## config.mk

```make
export PLATFORM = sky130hd
export DESIGN_NAME = ipm_top
export DESIGN_NICKNAME = d
export VERILOG_FILES = /design/src/core/ipm_mcycle.v /design/src/core/ipm_sync.v /design/src/core/ipm_top.v
export VERILOG_INCLUDE_DIRS = /design/src /design/src/core
export SDC_FILE = /design/constraint.sdc
export NUM_CORES = 1
export LEC_CHECK = 0
export ABC_CLOCK_PERIOD_IN_PS = 4300
export BUFFER_PORTS_ARGS = -buffer_cell sky130_fd_sc_hd__buf_4
export CORE_MARGIN = 1
export CORE_UTILIZATION = 51
export DETAILED_ROUTE_END_ITERATION = 8
export HOLD_SLACK_MARGIN = 0.08
export PLACE_DENSITY = 0.81
export SLEW_MARGIN = 20
export SYNTH_ARGS = -nofsm -noshare
export SYNTH_HDL_FRONTEND = slang
export SYNTH_SLANG_ARGS = --single-unit
```

## constraint.sdc

```tcl
create_clock -name clk -period 4.3 [get_ports clk]
set_input_delay 0.645 -clock clk [delete_from_list [all_inputs] [get_ports clk]]
set_output_delay 0.645 -clock clk [all_outputs]
set_load 0.1 [all_outputs]
```

## src/core/ipm_map.vh

```
// constants for the interrupt priority and power mode controller
`ifndef IPM_MAP_VH
`define IPM_MAP_VH
// number of sources and width of the priority field
`define IPM_NSRC 10
`define IPM_PRIO_W 2
// source index in polling order
`define IPM_IDX_EXT0 4'h0
`define IPM_IDX_BO 4'h1
`define IPM_IDX_T0 4'h2
`define IPM_IDX_EXT1 4'h3
`define IPM_IDX_T1 4'h4
`define IPM_IDX_CA 4'h5
`define IPM_IDX_EXT2 4'h6
`define IPM_IDX_EXT3 4'h7
`define IPM_IDX_SER 4'h8
`define IPM_IDX_T2 4'h9
// vector addresses
`define IPM_VEC_EXT0 16'h0003
`define IPM_VEC_BO 16'h004B
`define IPM_VEC_T0 16'h000B
`define IPM_VEC_EXT1 16'h0013
`define IPM_VEC_T1 16'h001B
`define IPM_VEC_CA 16'h0033
`define IPM_VEC_EXT2 16'h003B
`define IPM_VEC_EXT3 16'h0043
`define IPM_VEC_SER 16'h0023
`define IPM_VEC_T2 16'h002B
// power control register fields and values
`define IPM_POWER_CONTROL_REGISTER_IDLE_BIT 0
`define IPM_POWER_CONTROL_REGISTER_PD_BIT 1
`define IPM_POWER_CONTROL_REGISTER_IDLE_VAL 8'h01
`define IPM_POWER_CONTROL_REGISTER_PD_VAL 8'h02
// extended enable register address and brown-out enable bit
`define IPM_IEA_ADDR 8'hE8
`define IPM_IEA_BO_BIT 3
// oscillator clocks per machine cycle
`define IPM_MC_NORMAL 4'hC
`define IPM_MC_DOUBLE 4'h6
// least low time of a wake pin, oscillator clocks
`define IPM_WAKE_LOW_MIN 1024
`endif

```

## src/core/ipm_mcycle.v

```verilog
// machine cycle divider, twelve or six oscillator clocks per cycle
`timescale 1ns/1ps
`default_nettype none
module ipm_mcycle (
  input wire clk,
  input wire rst_n,
  input wire run,
  input wire div_sel,
  output wire tick
);
  `include "ipm_map.vh"
  reg [3:0] cnt_reg;
  reg tick_reg;
  wire [3:0] last;
  assign last = div_sel ? (`IPM_MC_DOUBLE - 4'h1) : (`IPM_MC_NORMAL - 4'h1);
  always @(posedge clk)
  begin
    if (!rst_n)
    begin
      cnt_reg <= 4'h0;
      tick_reg <= 1'b0;
    end
    else if (!run)
      tick_reg <= 1'b0;
    else if (cnt_reg >= last)
    begin
      cnt_reg <= 4'h0;
      tick_reg <= 1'b1;
    end
    else
    begin
      cnt_reg <= cnt_reg + 4'h1;
      tick_reg <= 1'b0;
    end
  end
  assign tick = tick_reg;
endmodule // ipm_mcycle
`default_nettype wire

```

## src/core/ipm_sync.v

```verilog
// three-stage pin synchroniser that accepts a change once stages two and three agree
`timescale 1ns/1ps
`default_nettype none
module ipm_sync #(
  parameter W = 1,
  parameter [W-1:0] RST_VAL = {W{1'b1}}
) (
  input wire clk,
  input wire rst_n,
  input wire [W-1:0] d,
  output wire [W-1:0] q
);
  reg [W-1:0] s1_reg;
  reg [W-1:0] s2_reg;
  reg [W-1:0] s3_reg;
  reg [W-1:0] q_reg;
  integer i;
  always @(posedge clk)
  begin
    if (!rst_n)
    begin
      s1_reg <= RST_VAL;
      s2_reg <= RST_VAL;
      s3_reg <= RST_VAL;
      q_reg <= RST_VAL;
    end
    else
    begin
      s1_reg <= d;
      s2_reg <= s1_reg;
      s3_reg <= s2_reg;
      for (i = 0; i < W; i = i + 1)
        if (s2_reg[i] == s3_reg[i])
          q_reg[i] <= s3_reg[i];
    end
  end
  assign q = q_reg;
endmodule // ipm_sync
`default_nettype wire

```

## src/core/ipm_top.v

```verilog
// interrupt priority arbiter with idle, power-down and clock doubling control
`timescale 1ns/1ps
`default_nettype none
module ipm_top (
  input wire clk,
  input wire rst_n,
  input wire ext_int0_n,
  input wire ext_int1_n,
  input wire internal_memory_select_pin,
  input wire [1:0] ext_edge_sel,
  input wire brownout_event,
  input wire timer0_flag,
  input wire timer1_flag,
  input wire counter_array_flag,
  input wire ext2_flag,
  input wire ext3_flag,
  input wire [2:0] serial_spi_flags,
  input wire timer2_flag,
  input wire global_enable,
  input wire [9:0] irq_enable,
  input wire [7:0] extended_irq_enable_register,
  input wire [19:0] irq_priority,
  input wire power_control_wr,
  input wire [7:0] power_control_wdata,
  input wire core_ack,
  input wire core_reti,
  input wire core_ale,
  input wire core_program_store_strobe,
  input wire host_double_cmd,
  input wire iap_double_cmd,
  output wire irq_valid,
  output wire [15:0] irq_vector,
  output wire [3:0] irq_index,
  output wire [1:0] irq_level,
  output wire [9:0] irq_taken,
  output wire [3:0] in_service,
  output wire idle_request_bit,
  output wire powerdown_request_bit,
  output wire pc_stall,
  output wire clock_run,
  output wire ale_out,
  output wire program_store_strobe,
  output wire brownout_reset_req,
  output wire double_cycle_status,
  output wire mcycle_tick,
  output wire ext_mcycle_tick,
  output wire oscillator_output_pin
);
  `include "ipm_map.vh"

  ////////////////////////////////////////////////////////////////////////////
  // helper functions

  // highest level first, then lowest index in polling order
  function [6:0] ipm_pick;
    input [9:0] p;
    input [19:0] pr;
    integer l;
    integer i;
    reg hit;
    begin
      ipm_pick = 7'h00;
      hit = 1'b0;
      for (l = 3; l >= 0; l = l - 1)
        for (i = 0; i < `IPM_NSRC; i = i + 1)
          if (!hit && p[i] && (pr[2*i +: 2] == l[1:0]))
          begin
            ipm_pick = {1'b1, l[1:0], i[3:0]};
            hit = 1'b1;
          end
    end
  endfunction

  // vector address of a source index
  function [15:0] ipm_vec;
    input [3:0] idx;
    begin
      case (idx)
        `IPM_IDX_EXT0: ipm_vec = `IPM_VEC_EXT0;
        `IPM_IDX_BO: ipm_vec = `IPM_VEC_BO;
        `IPM_IDX_T0: ipm_vec = `IPM_VEC_T0;
        `IPM_IDX_EXT1: ipm_vec = `IPM_VEC_EXT1;
        `IPM_IDX_T1: ipm_vec = `IPM_VEC_T1;
        `IPM_IDX_CA: ipm_vec = `IPM_VEC_CA;
        `IPM_IDX_EXT2: ipm_vec = `IPM_VEC_EXT2;
        `IPM_IDX_EXT3: ipm_vec = `IPM_VEC_EXT3;
        `IPM_IDX_SER: ipm_vec = `IPM_VEC_SER;
        `IPM_IDX_T2: ipm_vec = `IPM_VEC_T2;
        default: ipm_vec = 16'h0000;
      endcase
    end
  endfunction

  // highest level currently in service
  function [2:0] ipm_top_lvl;
    input [3:0] is;
    begin
      if (is[3])
        ipm_top_lvl = 3'h7;
      else if (is[2])
        ipm_top_lvl = 3'h6;
      else if (is[1])
        ipm_top_lvl = 3'h5;
      else if (is[0])
        ipm_top_lvl = 3'h4;
      else
        ipm_top_lvl = 3'h0;
    end
  endfunction

  ////////////////////////////////////////////////////////////////////////////
  // pin synchronisers

  wire [2:0] pin_q;
  wire ext0_lvl;
  wire ext1_lvl;
  wire ema_lvl;
  ipm_sync #(.W(3), .RST_VAL(3'h7)) u_sync (
    .clk(clk),
    .rst_n(rst_n),
    .d({internal_memory_select_pin, ext_int1_n, ext_int0_n}),
    .q(pin_q)
  );
  assign ext0_lvl = pin_q[0];
  assign ext1_lvl = pin_q[1];
  assign ema_lvl = pin_q[2];

  ////////////////////////////////////////////////////////////////////////////
  // state registers

  reg [1:0] ext_prev_reg;
  reg [1:0] edge_flag_reg;
  reg idle_reg;
  reg pd_reg;
  reg [1:0] wake_low_reg;
  reg [3:0] in_service_reg;
  reg irq_valid_reg;
  reg [15:0] irq_vector_reg;
  reg [3:0] irq_index_reg;
  reg [1:0] irq_level_reg;
  reg [9:0] irq_taken_reg;
  reg ale_reg;
  reg program_store_strobe_reg;
  reg bo_reset_reg;
  reg double_reg;

  ////////////////////////////////////////////////////////////////////////////
  // request gathering

  wire [1:0] ext_lvl;
  wire [1:0] ext_fall;
  wire [1:0] ext_req;
  wire [9:0] src_req;
  wire [9:0] src_en;
  wire [9:0] active;
  wire [1:0] pd_wake_low;
  wire wake_ready;
  wire [9:0] wake_mask;
  wire [9:0] pending;
  wire [6:0] pick;
  wire [2:0] top_lvl;
  wire grant;
  wire take;
  wire [9:0] take_mask;
  wire [3:0] lvl_set;
  wire [3:0] lvl_clr;
  wire bo_en;

  assign ext_lvl = {ext1_lvl, ext0_lvl};
  assign ext_fall = ext_prev_reg & ~ext_lvl;
  assign ext_req[0] = ext_edge_sel[0] ? edge_flag_reg[0] : ~ext_lvl[0];
  assign ext_req[1] = ext_edge_sel[1] ? edge_flag_reg[1] : ~ext_lvl[1];
  assign src_req = {timer2_flag, |serial_spi_flags, ext3_flag, ext2_flag, counter_array_flag,
                    timer1_flag, ext_req[1], timer0_flag, brownout_event, ext_req[0]};
  assign bo_en = extended_irq_enable_register[`IPM_IEA_BO_BIT];
  assign src_en = {irq_enable[9:2], bo_en, irq_enable[0]};
  assign active = src_req & src_en & {10{global_enable}};

  // in power-down only an enabled level-mode ext0 or ext1 may respond
  assign pd_wake_low[0] = src_en[`IPM_IDX_EXT0] & global_enable & ~ext_edge_sel[0] & ~ext_lvl[0];
  assign pd_wake_low[1] = src_en[`IPM_IDX_EXT1] & global_enable & ~ext_edge_sel[1] & ~ext_lvl[1];
  // handler is offered only once the pin that woke us is high again
  assign wake_ready = (|wake_low_reg) & ~(|(wake_low_reg & ~ext_lvl));
  assign wake_mask = {6'h00, wake_low_reg[1], 2'h0, wake_low_reg[0]};
  assign pending = pd_reg ? (wake_ready ? wake_mask : 10'h000) : active;

  assign pick = ipm_pick(pending, irq_priority);
  assign top_lvl = ipm_top_lvl(in_service_reg);
  assign grant = pick[6] & (!top_lvl[2] || (pick[5:4] > top_lvl[1:0]));
  assign take = core_ack & irq_valid_reg;
  assign take_mask = take ? (10'h001 << irq_index_reg) : 10'h000;
  assign lvl_set = take ? (4'h1 << irq_level_reg) : 4'h0;
  assign lvl_clr = (core_reti && top_lvl[2]) ? (4'h1 << top_lvl[1:0]) : 4'h0;

  ////////////////////////////////////////////////////////////////////////////
  // external edge flags, set wins over clear

  always @(posedge clk)
  begin
    if (!rst_n)
    begin
      ext_prev_reg <= 2'h3;
      edge_flag_reg <= 2'h0;
    end
    else
    begin
      ext_prev_reg <= ext_lvl;
      edge_flag_reg <= (edge_flag_reg & ~{take_mask[`IPM_IDX_EXT1], take_mask[`IPM_IDX_EXT0]})
                       | (ext_fall & ext_edge_sel & {~pd_reg, ~pd_reg});
    end
  end

  ////////////////////////////////////////////////////////////////////////////
  // power control bits and wake capture

  always @(posedge clk)
  begin
    if (!rst_n)
    begin
      idle_reg <= 1'b0;
      pd_reg <= 1'b0;
      wake_low_reg <= 2'h0;
    end
    else
    begin
      if (power_control_wr)
      begin
        idle_reg <= power_control_wdata[`IPM_POWER_CONTROL_REGISTER_IDLE_BIT];
        pd_reg <= power_control_wdata[`IPM_POWER_CONTROL_REGISTER_PD_BIT];
      end
      else if (take)
      begin
        idle_reg <= 1'b0;
        pd_reg <= 1'b0;
      end
      if (!pd_reg || take)
        wake_low_reg <= 2'h0;
      else
        wake_low_reg <= wake_low_reg | pd_wake_low;
    end
  end

  ////////////////////////////////////////////////////////////////////////////
  // arbitration output and in-service levels

  always @(posedge clk)
  begin
    if (!rst_n)
    begin
      in_service_reg <= 4'h0;
      irq_valid_reg <= 1'b0;
      irq_vector_reg <= 16'h0000;
      irq_index_reg <= 4'h0;
      irq_level_reg <= 2'h0;
      irq_taken_reg <= 10'h000;
    end
    else
    begin
      in_service_reg <= (in_service_reg & ~lvl_clr) | lvl_set;
      irq_taken_reg <= take_mask;
      irq_valid_reg <= grant & ~take;
      irq_index_reg <= pick[3:0];
      irq_level_reg <= pick[5:4];
      irq_vector_reg <= ipm_vec(pick[3:0]);
    end
  end

  ////////////////////////////////////////////////////////////////////////////
  // strobes, brown-out reset and clock doubling

  always @(posedge clk)
  begin
    if (!rst_n)
    begin
      ale_reg <= 1'b1;
      program_store_strobe_reg <= 1'b1;
      bo_reset_reg <= 1'b0;
      double_reg <= 1'b0;
    end
    else
    begin
      if (pd_reg)
      begin
        ale_reg <= 1'b0;
        program_store_strobe_reg <= 1'b0;
      end
      else if (idle_reg)
      begin
        ale_reg <= 1'b1;
        program_store_strobe_reg <= 1'b1;
      end
      else
      begin
        ale_reg <= core_ale;
        program_store_strobe_reg <= core_program_store_strobe;
      end
      bo_reset_reg <= brownout_event & ~bo_en;
      if (host_double_cmd || iap_double_cmd)
        double_reg <= 1'b1;
    end
  end

  ////////////////////////////////////////////////////////////////////////////
  // machine cycle dividers

  ipm_mcycle u_mc_int (
    .clk(clk),
    .rst_n(rst_n),
    .run(clock_run),
    .div_sel(double_reg & ema_lvl),
    .tick(mcycle_tick)
  );

  ipm_mcycle u_mc_ext (
    .clk(clk),
    .rst_n(rst_n),
    .run(clock_run),
    .div_sel(1'b0),
    .tick(ext_mcycle_tick)
  );

  ////////////////////////////////////////////////////////////////////////////
  // outputs

  assign clock_run = ~pd_reg | (|wake_low_reg);
  assign oscillator_output_pin = clock_run;
  assign pc_stall = idle_reg | pd_reg;
  assign irq_valid = irq_valid_reg;
  assign irq_vector = irq_vector_reg;
  assign irq_index = irq_index_reg;
  assign irq_level = irq_level_reg;
  assign irq_taken = irq_taken_reg;
  assign in_service = in_service_reg;
  assign idle_request_bit = idle_reg;
  assign powerdown_request_bit = pd_reg;
  assign ale_out = ale_reg;
  assign program_store_strobe = program_store_strobe_reg;
  assign brownout_reset_req = bo_reset_reg;
  assign double_cycle_status = double_reg;
endmodule // ipm_top
`default_nettype wire

```

==> flow_metrics.py, run 1 <==
metrics = {
    "cts": {
        "worst_skew_pair.late_latency_ns": 0.33,
        "cts_resized": 0,
        "clock_tree_root_buffer_cell": "sky130_fd_sc_hd__clkbuf_8",
        "postCtsHoldBufs": 0,
        "cts-htree-levels": 3,
        "numCtsBuffers": 9,
        "cts_clock_pin_slew_for_the_worst_setup_and_hold_paths_ns": 0.07,
        "tritoncts": "yes",
        "numClockSinks": 60,
        "post_cts.repair.setup_buffers": 0,
        "ctsLongestPathBuffers": 2,
    },
    "synth": {
        "post_synthesis_sequential_area_ratio_pct": 33.6,
        "count_of_yosys_warnings_during_synthesis": 0,
        "flop_and_latch_count_out_of_synthesis": 60,
        "post-synth-top-area-fraction_pct": 33.6,
        "synth_enable_flop_cells": 0,
        "synth.top_cells.by_area": "sky130_fd_sc_hd__dfxtp_1, sky130_fd_sc_hd__nor2_1, sky130_fd_sc_hd__nand2_1",
        "synthDominantAreaCellType": "sky130_fd_sc_hd__dfxtp_1",
        "ys.flop_type": "sky130_fd_sc_hd__dfxtp_1",
        "yosysUniqueCellTypes": 78,
        "synthesis.area_um2": 3570,
        "synth-async-reset-ratio_pct": 0,
        "syn-mean-instance-area_um2": 8.03,
        "post_synthesis_cell_count": 445,
    },
    "die": {
        "placementRows": 30,
        "floorplan.core_area_um2": 6790,
        "initial_core_utilization_pct": 52.6,
        "die-height_um": 85.7,
        "floorplan.die.width_um": 85.7,
        "area_of_the_die_um2": 7350,
        "boundaryPins": 119,
    },
    "worst_hold_path": {
        "path_class_of_the_lowest_slack_min_delay_path": "flip-flop to flip-flop",
        "whs_path_depth": 1,
    },
    "global_routing": {
        "grt_use_total_pct": 27.8,
        "number_of_antenna_violations_at_the_first_check_in_global_routing": 0,
        "via_count_of_the_first_global_routing_pass": 3384,
        "grt_overflow": 0,
        "grt_max_degree": 29,
        "wire_length_of_the_first_global_routing_pass_um": 16100,
    },
    "power_and_ir_drop": {
        "cellPowerDensity_nw_per_um2": 353,
        "leakagePower_nw": 2.01,
        "ir_drop_mv": 0.208,
        "total_power_mw": 1.59,
    },
    "route": {
        "via_count": 3659,
        "drt_pass1_iterations": 5,
        "route.final.wire_length_um": 9860,
        "routed_wire_length_per_instance_um": 15.4,
        "drtIter0Drc": 250,
        "avgViaCountPerCell": 5.71,
        "total_drc_errors_in_the_routed_layout": 0,
        "count_of_antenna_violating_nets_left_after_detailed_routing": 0,
    },
    "timing": {
        "timing.clock.skew_ns": 0.00946,
        "tightest_slew_ns": 0.671,
        "finalHoldViolations": 0,
        "slew_margin_rel_pct": 54.8,
        "final_min_period_over_clock_period_pct": 89.8,
        "final.setup.tns_ns": 0,
        "setup_repair_after_global_routing_missed_its_margin": "no",
        "finalMaxSlewViolations": 0,
        "post-route-min-period_ns": 3.86,
        "timing.final.ws_setup_ns": 0.440,
        "max_clock_freq_mhz": 259,
        "setup_viol": 0,
    },
    "setup_path": {
        "cp_data_arrival_time_ns": 4.08,
        "worst-path-stages": 14,
        "critPathLaunchType": "flip-flop",
        "crit_path_top_delay_cell": "sky130_fd_sc_hd__or4_1",
        "critical_path.cell_chain": "nand2b_1 > or4_1 > nand2_1 > nor4bb_1 > buf_4 > nand4b_1 > a21oi_1 > or2_2 > nor3_1 > nand2_1 > ha_1 > o31ai_1 > o21ai_0 > a22o_1",
        "cp.buffers_inverters": 1,
        "cpLargestDelayFamily": "simple AND/OR/NAND/NOR gates",
        "cp_max_fo": 18,
        "timing.setup.critical_path_class": "flip-flop to flip-flop",
        "crit_path_frequent_cell": "sky130_fd_sc_hd__nand2_1",
        "worst_r2r_path_depth": 14,
        "cp-end-kind": "flip-flop",
        "crit_path_max_incr_delay_ns": 0.67,
        "required_time_at_the_endpoint_of_the_critical_path_ns": 4.52,
    },
    "placed_design": {
        "gp_congestion": 0.960,
        "place.port_buffers": 94,
        "place_hpwl_um": 7690,
        "pre_cts_slack_ns": 0.375,
    },
    "status": {
        "outcome": "complete, no violations",
    },
    "layout": {
        "insertedDiodeCount": 0,
        "area_delta_synth_final_pct": 26.1,
        "multiInputGateArea_um2": 2190,
        "mostFrequentLayoutCells": "sky130_fd_sc_hd__buf_4, sky130_fd_sc_hd__dfxtp_1, sky130_fd_sc_hd__nor2_1",
        "layout.nets": 621,
        "flip_flop_count_of_the_largest_register_all_copies_and_words_added": 10,
        "area.sequential_um2": 1200,
        "layout-drive-gt1-share_pct": 25.9,
        "layout.filler_cells": 603,
        "layout_commonest_cell": "sky130_fd_sc_hd__buf_4",
    },
    "flow_run": {
        "max_cap_violations": 0,
    },
}
## metrics by stage
| stage | hold slack, ns | util, % | area (µm²) | std cells |
|---|---|---|---|---|
| global route | 0.433 | 66.3 | 4500 | 641 |
| floorplan | 0.386 | - | 3610 | 454 |
| CTS | 0.415 | 66.3 | 4500 | 641 |
| detailed placement | 0.396 | 63.5 | 4310 | 625 |
| global placement | 0.388 | 63.5 | 4310 | 625 |
| finish | 0.411 | 66.3 | 4500 | 641 |
## layout make-up
type	instances	share of cell area [%]
clock inverters	6	1.44
flip-flops and latches	60	26.7
well taps	96	2.67
multi-input cells	355	48.6
inverters	14	1.17
repair buffers	100	16.7
clock buffers	10	2.83
## final timing paths
| check | to | slack (ns) | from |
|---|---|---|---|
| min | u_sync.s2_reg[0] | 0.41 | u_sync.s1_reg[0] |
| max reg2reg | irq_vector[3] | 0.44 | powerdown_request_bit |
| max | irq_vector[3] | 0.44 | powerdown_request_bit |
| min reg2reg | u_sync.s2_reg[0] | 0.41 | u_sync.s1_reg[0] |
## power breakdown
part           total (mW)  switching (mW)  leakage (nW)  internal [mW]
combinational       0.485           0.345          1.42          0.140
sequential          0.614          0.0280         0.490          0.586
clock               0.491           0.224        0.0962          0.267
## cells by family (layout without fill, tap and decap cells)
logic type,after synthesis,after routing,share of synthesized area (%)
flops,60,60,33.6
other cells,1,10,0.105
xor+xnor,4,4,0.981
simple gates,234,234,37.7
buf+inv,39,130,6.13
fa+ha+maj,10,10,3.50
mux,1,1,0.315
compound gates,96,96,17.6
## per-layer routing
layer	global-route usage, %	vias to the layer above	share of wire, %
met5	0	-	0
met4	8.79	0	1.8
met3	4.04	16	7.4
met2	47.2	164	47
met1	36.5	1686	44
li1	-	1793	-
## Yosys cell counts (all sizes together) (7+ instances only)
library cell  number
nor2b              9
dfxtp             60
o31ai              8
nand3             18
o21ai             19
nor3b              7
nor3              19
nand2             44
ha                10
a21oi             29
and2               7
nor4              13
inv               13
clkbuf             7
buf               18
a31oi              7
nor2              46
or3               10
nand2b            19
(Power assumes the default switching activity.)
==> run 2, diff against run 1 <==
Settings changed: CAP_MARGIN set to 5, RECOVER_POWER set to 25.
==> flow_metrics.py, run 2 (synthesized netlist as in run 1, its figures left out) <==
metrics = {
    "cts": {
        "clock_tree_root_buffer_cell": "sky130_fd_sc_hd__clkbuf_8",
        "cts_clock_pin_slew_for_the_worst_setup_and_hold_paths_ns": 0.07,
        "cts_resized": 0,
        "numCtsBuffers": 9,
        "numClockSinks": 60,
        "post_cts.repair.setup_buffers": 0,
        "worst_skew_pair.late_latency_ns": 0.33,
        "ctsLongestPathBuffers": 2,
        "tritoncts": "yes",
        "postCtsHoldBufs": 0,
        "cts-htree-levels": 3,
    },
    "die": {
        "initial_core_utilization_pct": 52.6,
        "boundaryPins": 119,
        "floorplan.core_area_um2": 6790,
        "die-height_um": 85.7,
        "floorplan.die.width_um": 85.7,
        "placementRows": 30,
        "area_of_the_die_um2": 7350,
    },
    "power_and_ir_drop": {
        "cellPowerDensity_nw_per_um2": 353,
        "ir_drop_mv": 0.208,
        "leakagePower_nw": 2.01,
    },
    "global_routing": {
        "number_of_antenna_violations_at_the_first_check_in_global_routing": 0,
        "grt_overflow": 0,
        "grt_use_total_pct": 27.8,
        "via_count_of_the_first_global_routing_pass": 3384,
        "wire_length_of_the_first_global_routing_pass_um": 16100,
        "grt_max_degree": 29,
    },
    "layout": {
        "mostFrequentLayoutCells": "sky130_fd_sc_hd__buf_4, sky130_fd_sc_hd__dfxtp_1, sky130_fd_sc_hd__nor2_1",
        "flip_flop_count_of_the_largest_register_all_copies_and_words_added": 10,
        "layout_commonest_cell": "sky130_fd_sc_hd__buf_4",
        "post_layout_nonfiller_instances": 641,
        "layout.nets": 621,
        "layout-drive-gt1-share_pct": 25.7,
        "layout.filler_cells": 605,
        "area_delta_synth_final_pct": 25.9,
        "insertedDiodeCount": 0,
    },
    "setup_path": {
        "timing.setup.critical_path_class": "flip-flop to flip-flop",
        "critical_path.cell_chain": "nand2b_1 > or4_1 > nand2_1 > nor4bb_1 > buf_4 > nand4b_1 > a21oi_1 > or2_2 > nor3_1 > nand2_1 > ha_1 > o31ai_1 > o21ai_0 > a22o_1",
        "cp.buffers_inverters": 1,
        "required_time_at_the_endpoint_of_the_critical_path_ns": 4.52,
        "critPathLaunchType": "flip-flop",
        "critical_path.startpoint": "powerdown_request_bit",
        "cp_data_arrival_time_ns": 4.09,
        "cp-end-kind": "flip-flop",
        "crit_path_top_delay_cell": "sky130_fd_sc_hd__or4_1",
        "reg2reg_slack_ns": 0.43,
        "cp_max_fo": 18,
        "cpLargestDelayFamily": "simple AND/OR/NAND/NOR gates",
        "crit_path_frequent_cell": "sky130_fd_sc_hd__nand2_1",
        "rr_startpoint": "powerdown_request_bit",
        "crit_path_max_incr_delay_ns": 0.68,
    },
    "flow_run": {
        "max_cap_violations": 0,
    },
    "timing": {
        "post-route-min-period_ns": 3.87,
        "finalHoldViolations": 0,
        "slew_margin_rel_pct": 25.0,
        "timing.final.ws_setup_ns": 0.430,
        "final_min_period_over_clock_period_pct": 90.0,
        "tightest_slew_ns": 1.12,
        "timing.clock.skew_ns": 0.00784,
        "max_clock_freq_mhz": 258,
        "final.setup.tns_ns": 0,
        "finalMaxSlewViolations": 0,
        "setup_repair_after_global_routing_missed_its_margin": "no",
        "setup_viol": 0,
        "finalHoldWorstSlack_ns": 0.410,
    },
    "worst_hold_path": {
        "min_from": "u_sync.s1_reg[0]",
        "path_class_of_the_lowest_slack_min_delay_path": "flip-flop to flip-flop",
    },
    "route": {
        "count_of_antenna_violating_nets_left_after_detailed_routing": 0,
        "route.final.wire_length_um": 9880,
        "avgViaCountPerCell": 5.73,
        "via_count": 3675,
        "total_drc_errors_in_the_routed_layout": 0,
        "drt_pass1_iterations": 5,
        "routed_wire_length_per_instance_um": 15.4,
        "drtIter0Drc": 198,
    },
    "placed_design": {
        "gp_congestion": 0.960,
        "dpl.cell_count": 625,
        "place.port_buffers": 94,
        "place_hpwl_um": 7690,
        "pre_cts_slack_ns": 0.375,
    },
    "status": {
        "outcome": "complete, no violations",
    },
}
==> run 2: final timing paths <==
path | end | cells after the start
worst max register to register | irq_vector[3] | 14
worst max-delay path | irq_vector[3] | 14
worst min register to register | u_sync.s2_reg[0] | 1
worst min-delay path | u_sync.s2_reg[0] | 1
==> run 2: area by class of cell <==
| class | count | area, µm² | share of cell area, % |
|---|---|---|---|
| inverters | 14 | 52.6 | 1.17 |
| clock inverters | 6 | 65.1 | 1.45 |
| repair buffers | 100 | 747 | 16.6 |
| well taps | 96 | 120 | 2.67 |
| flip-flops and latches | 60 | 1200 | 26.7 |
| clock buffers | 10 | 128 | 2.84 |
| multi-input cells | 355 | 2190 | 48.6 |
==> run 2: power breakdown <==
part	switching (mW)	internal, mW	total [mW]
sequential	0.0282	0.586	0.615
combinational	0.346	0.140	0.485
clock	0.222	0.267	0.489
==> run 2: through the flow <==
step                area, µm²  power, mW  utilization, %
global route             4500       1.66            66.2
CTS                      4500       1.60            66.3
detailed placement       4310       1.11            63.5
floorplan                3610      0.988               -
finish                   4500       1.59            66.2
global placement         4310       1.10            63.5
==> run 2: metal layers <==
layer  vias up  wire length, µm  GRT usage [%]
li1       1796                -              -
met1      1714             4400           36.5
met2       151             4620           47.2
met3        14              690           4.04
met4         0              170           8.79
met5         -                0              0
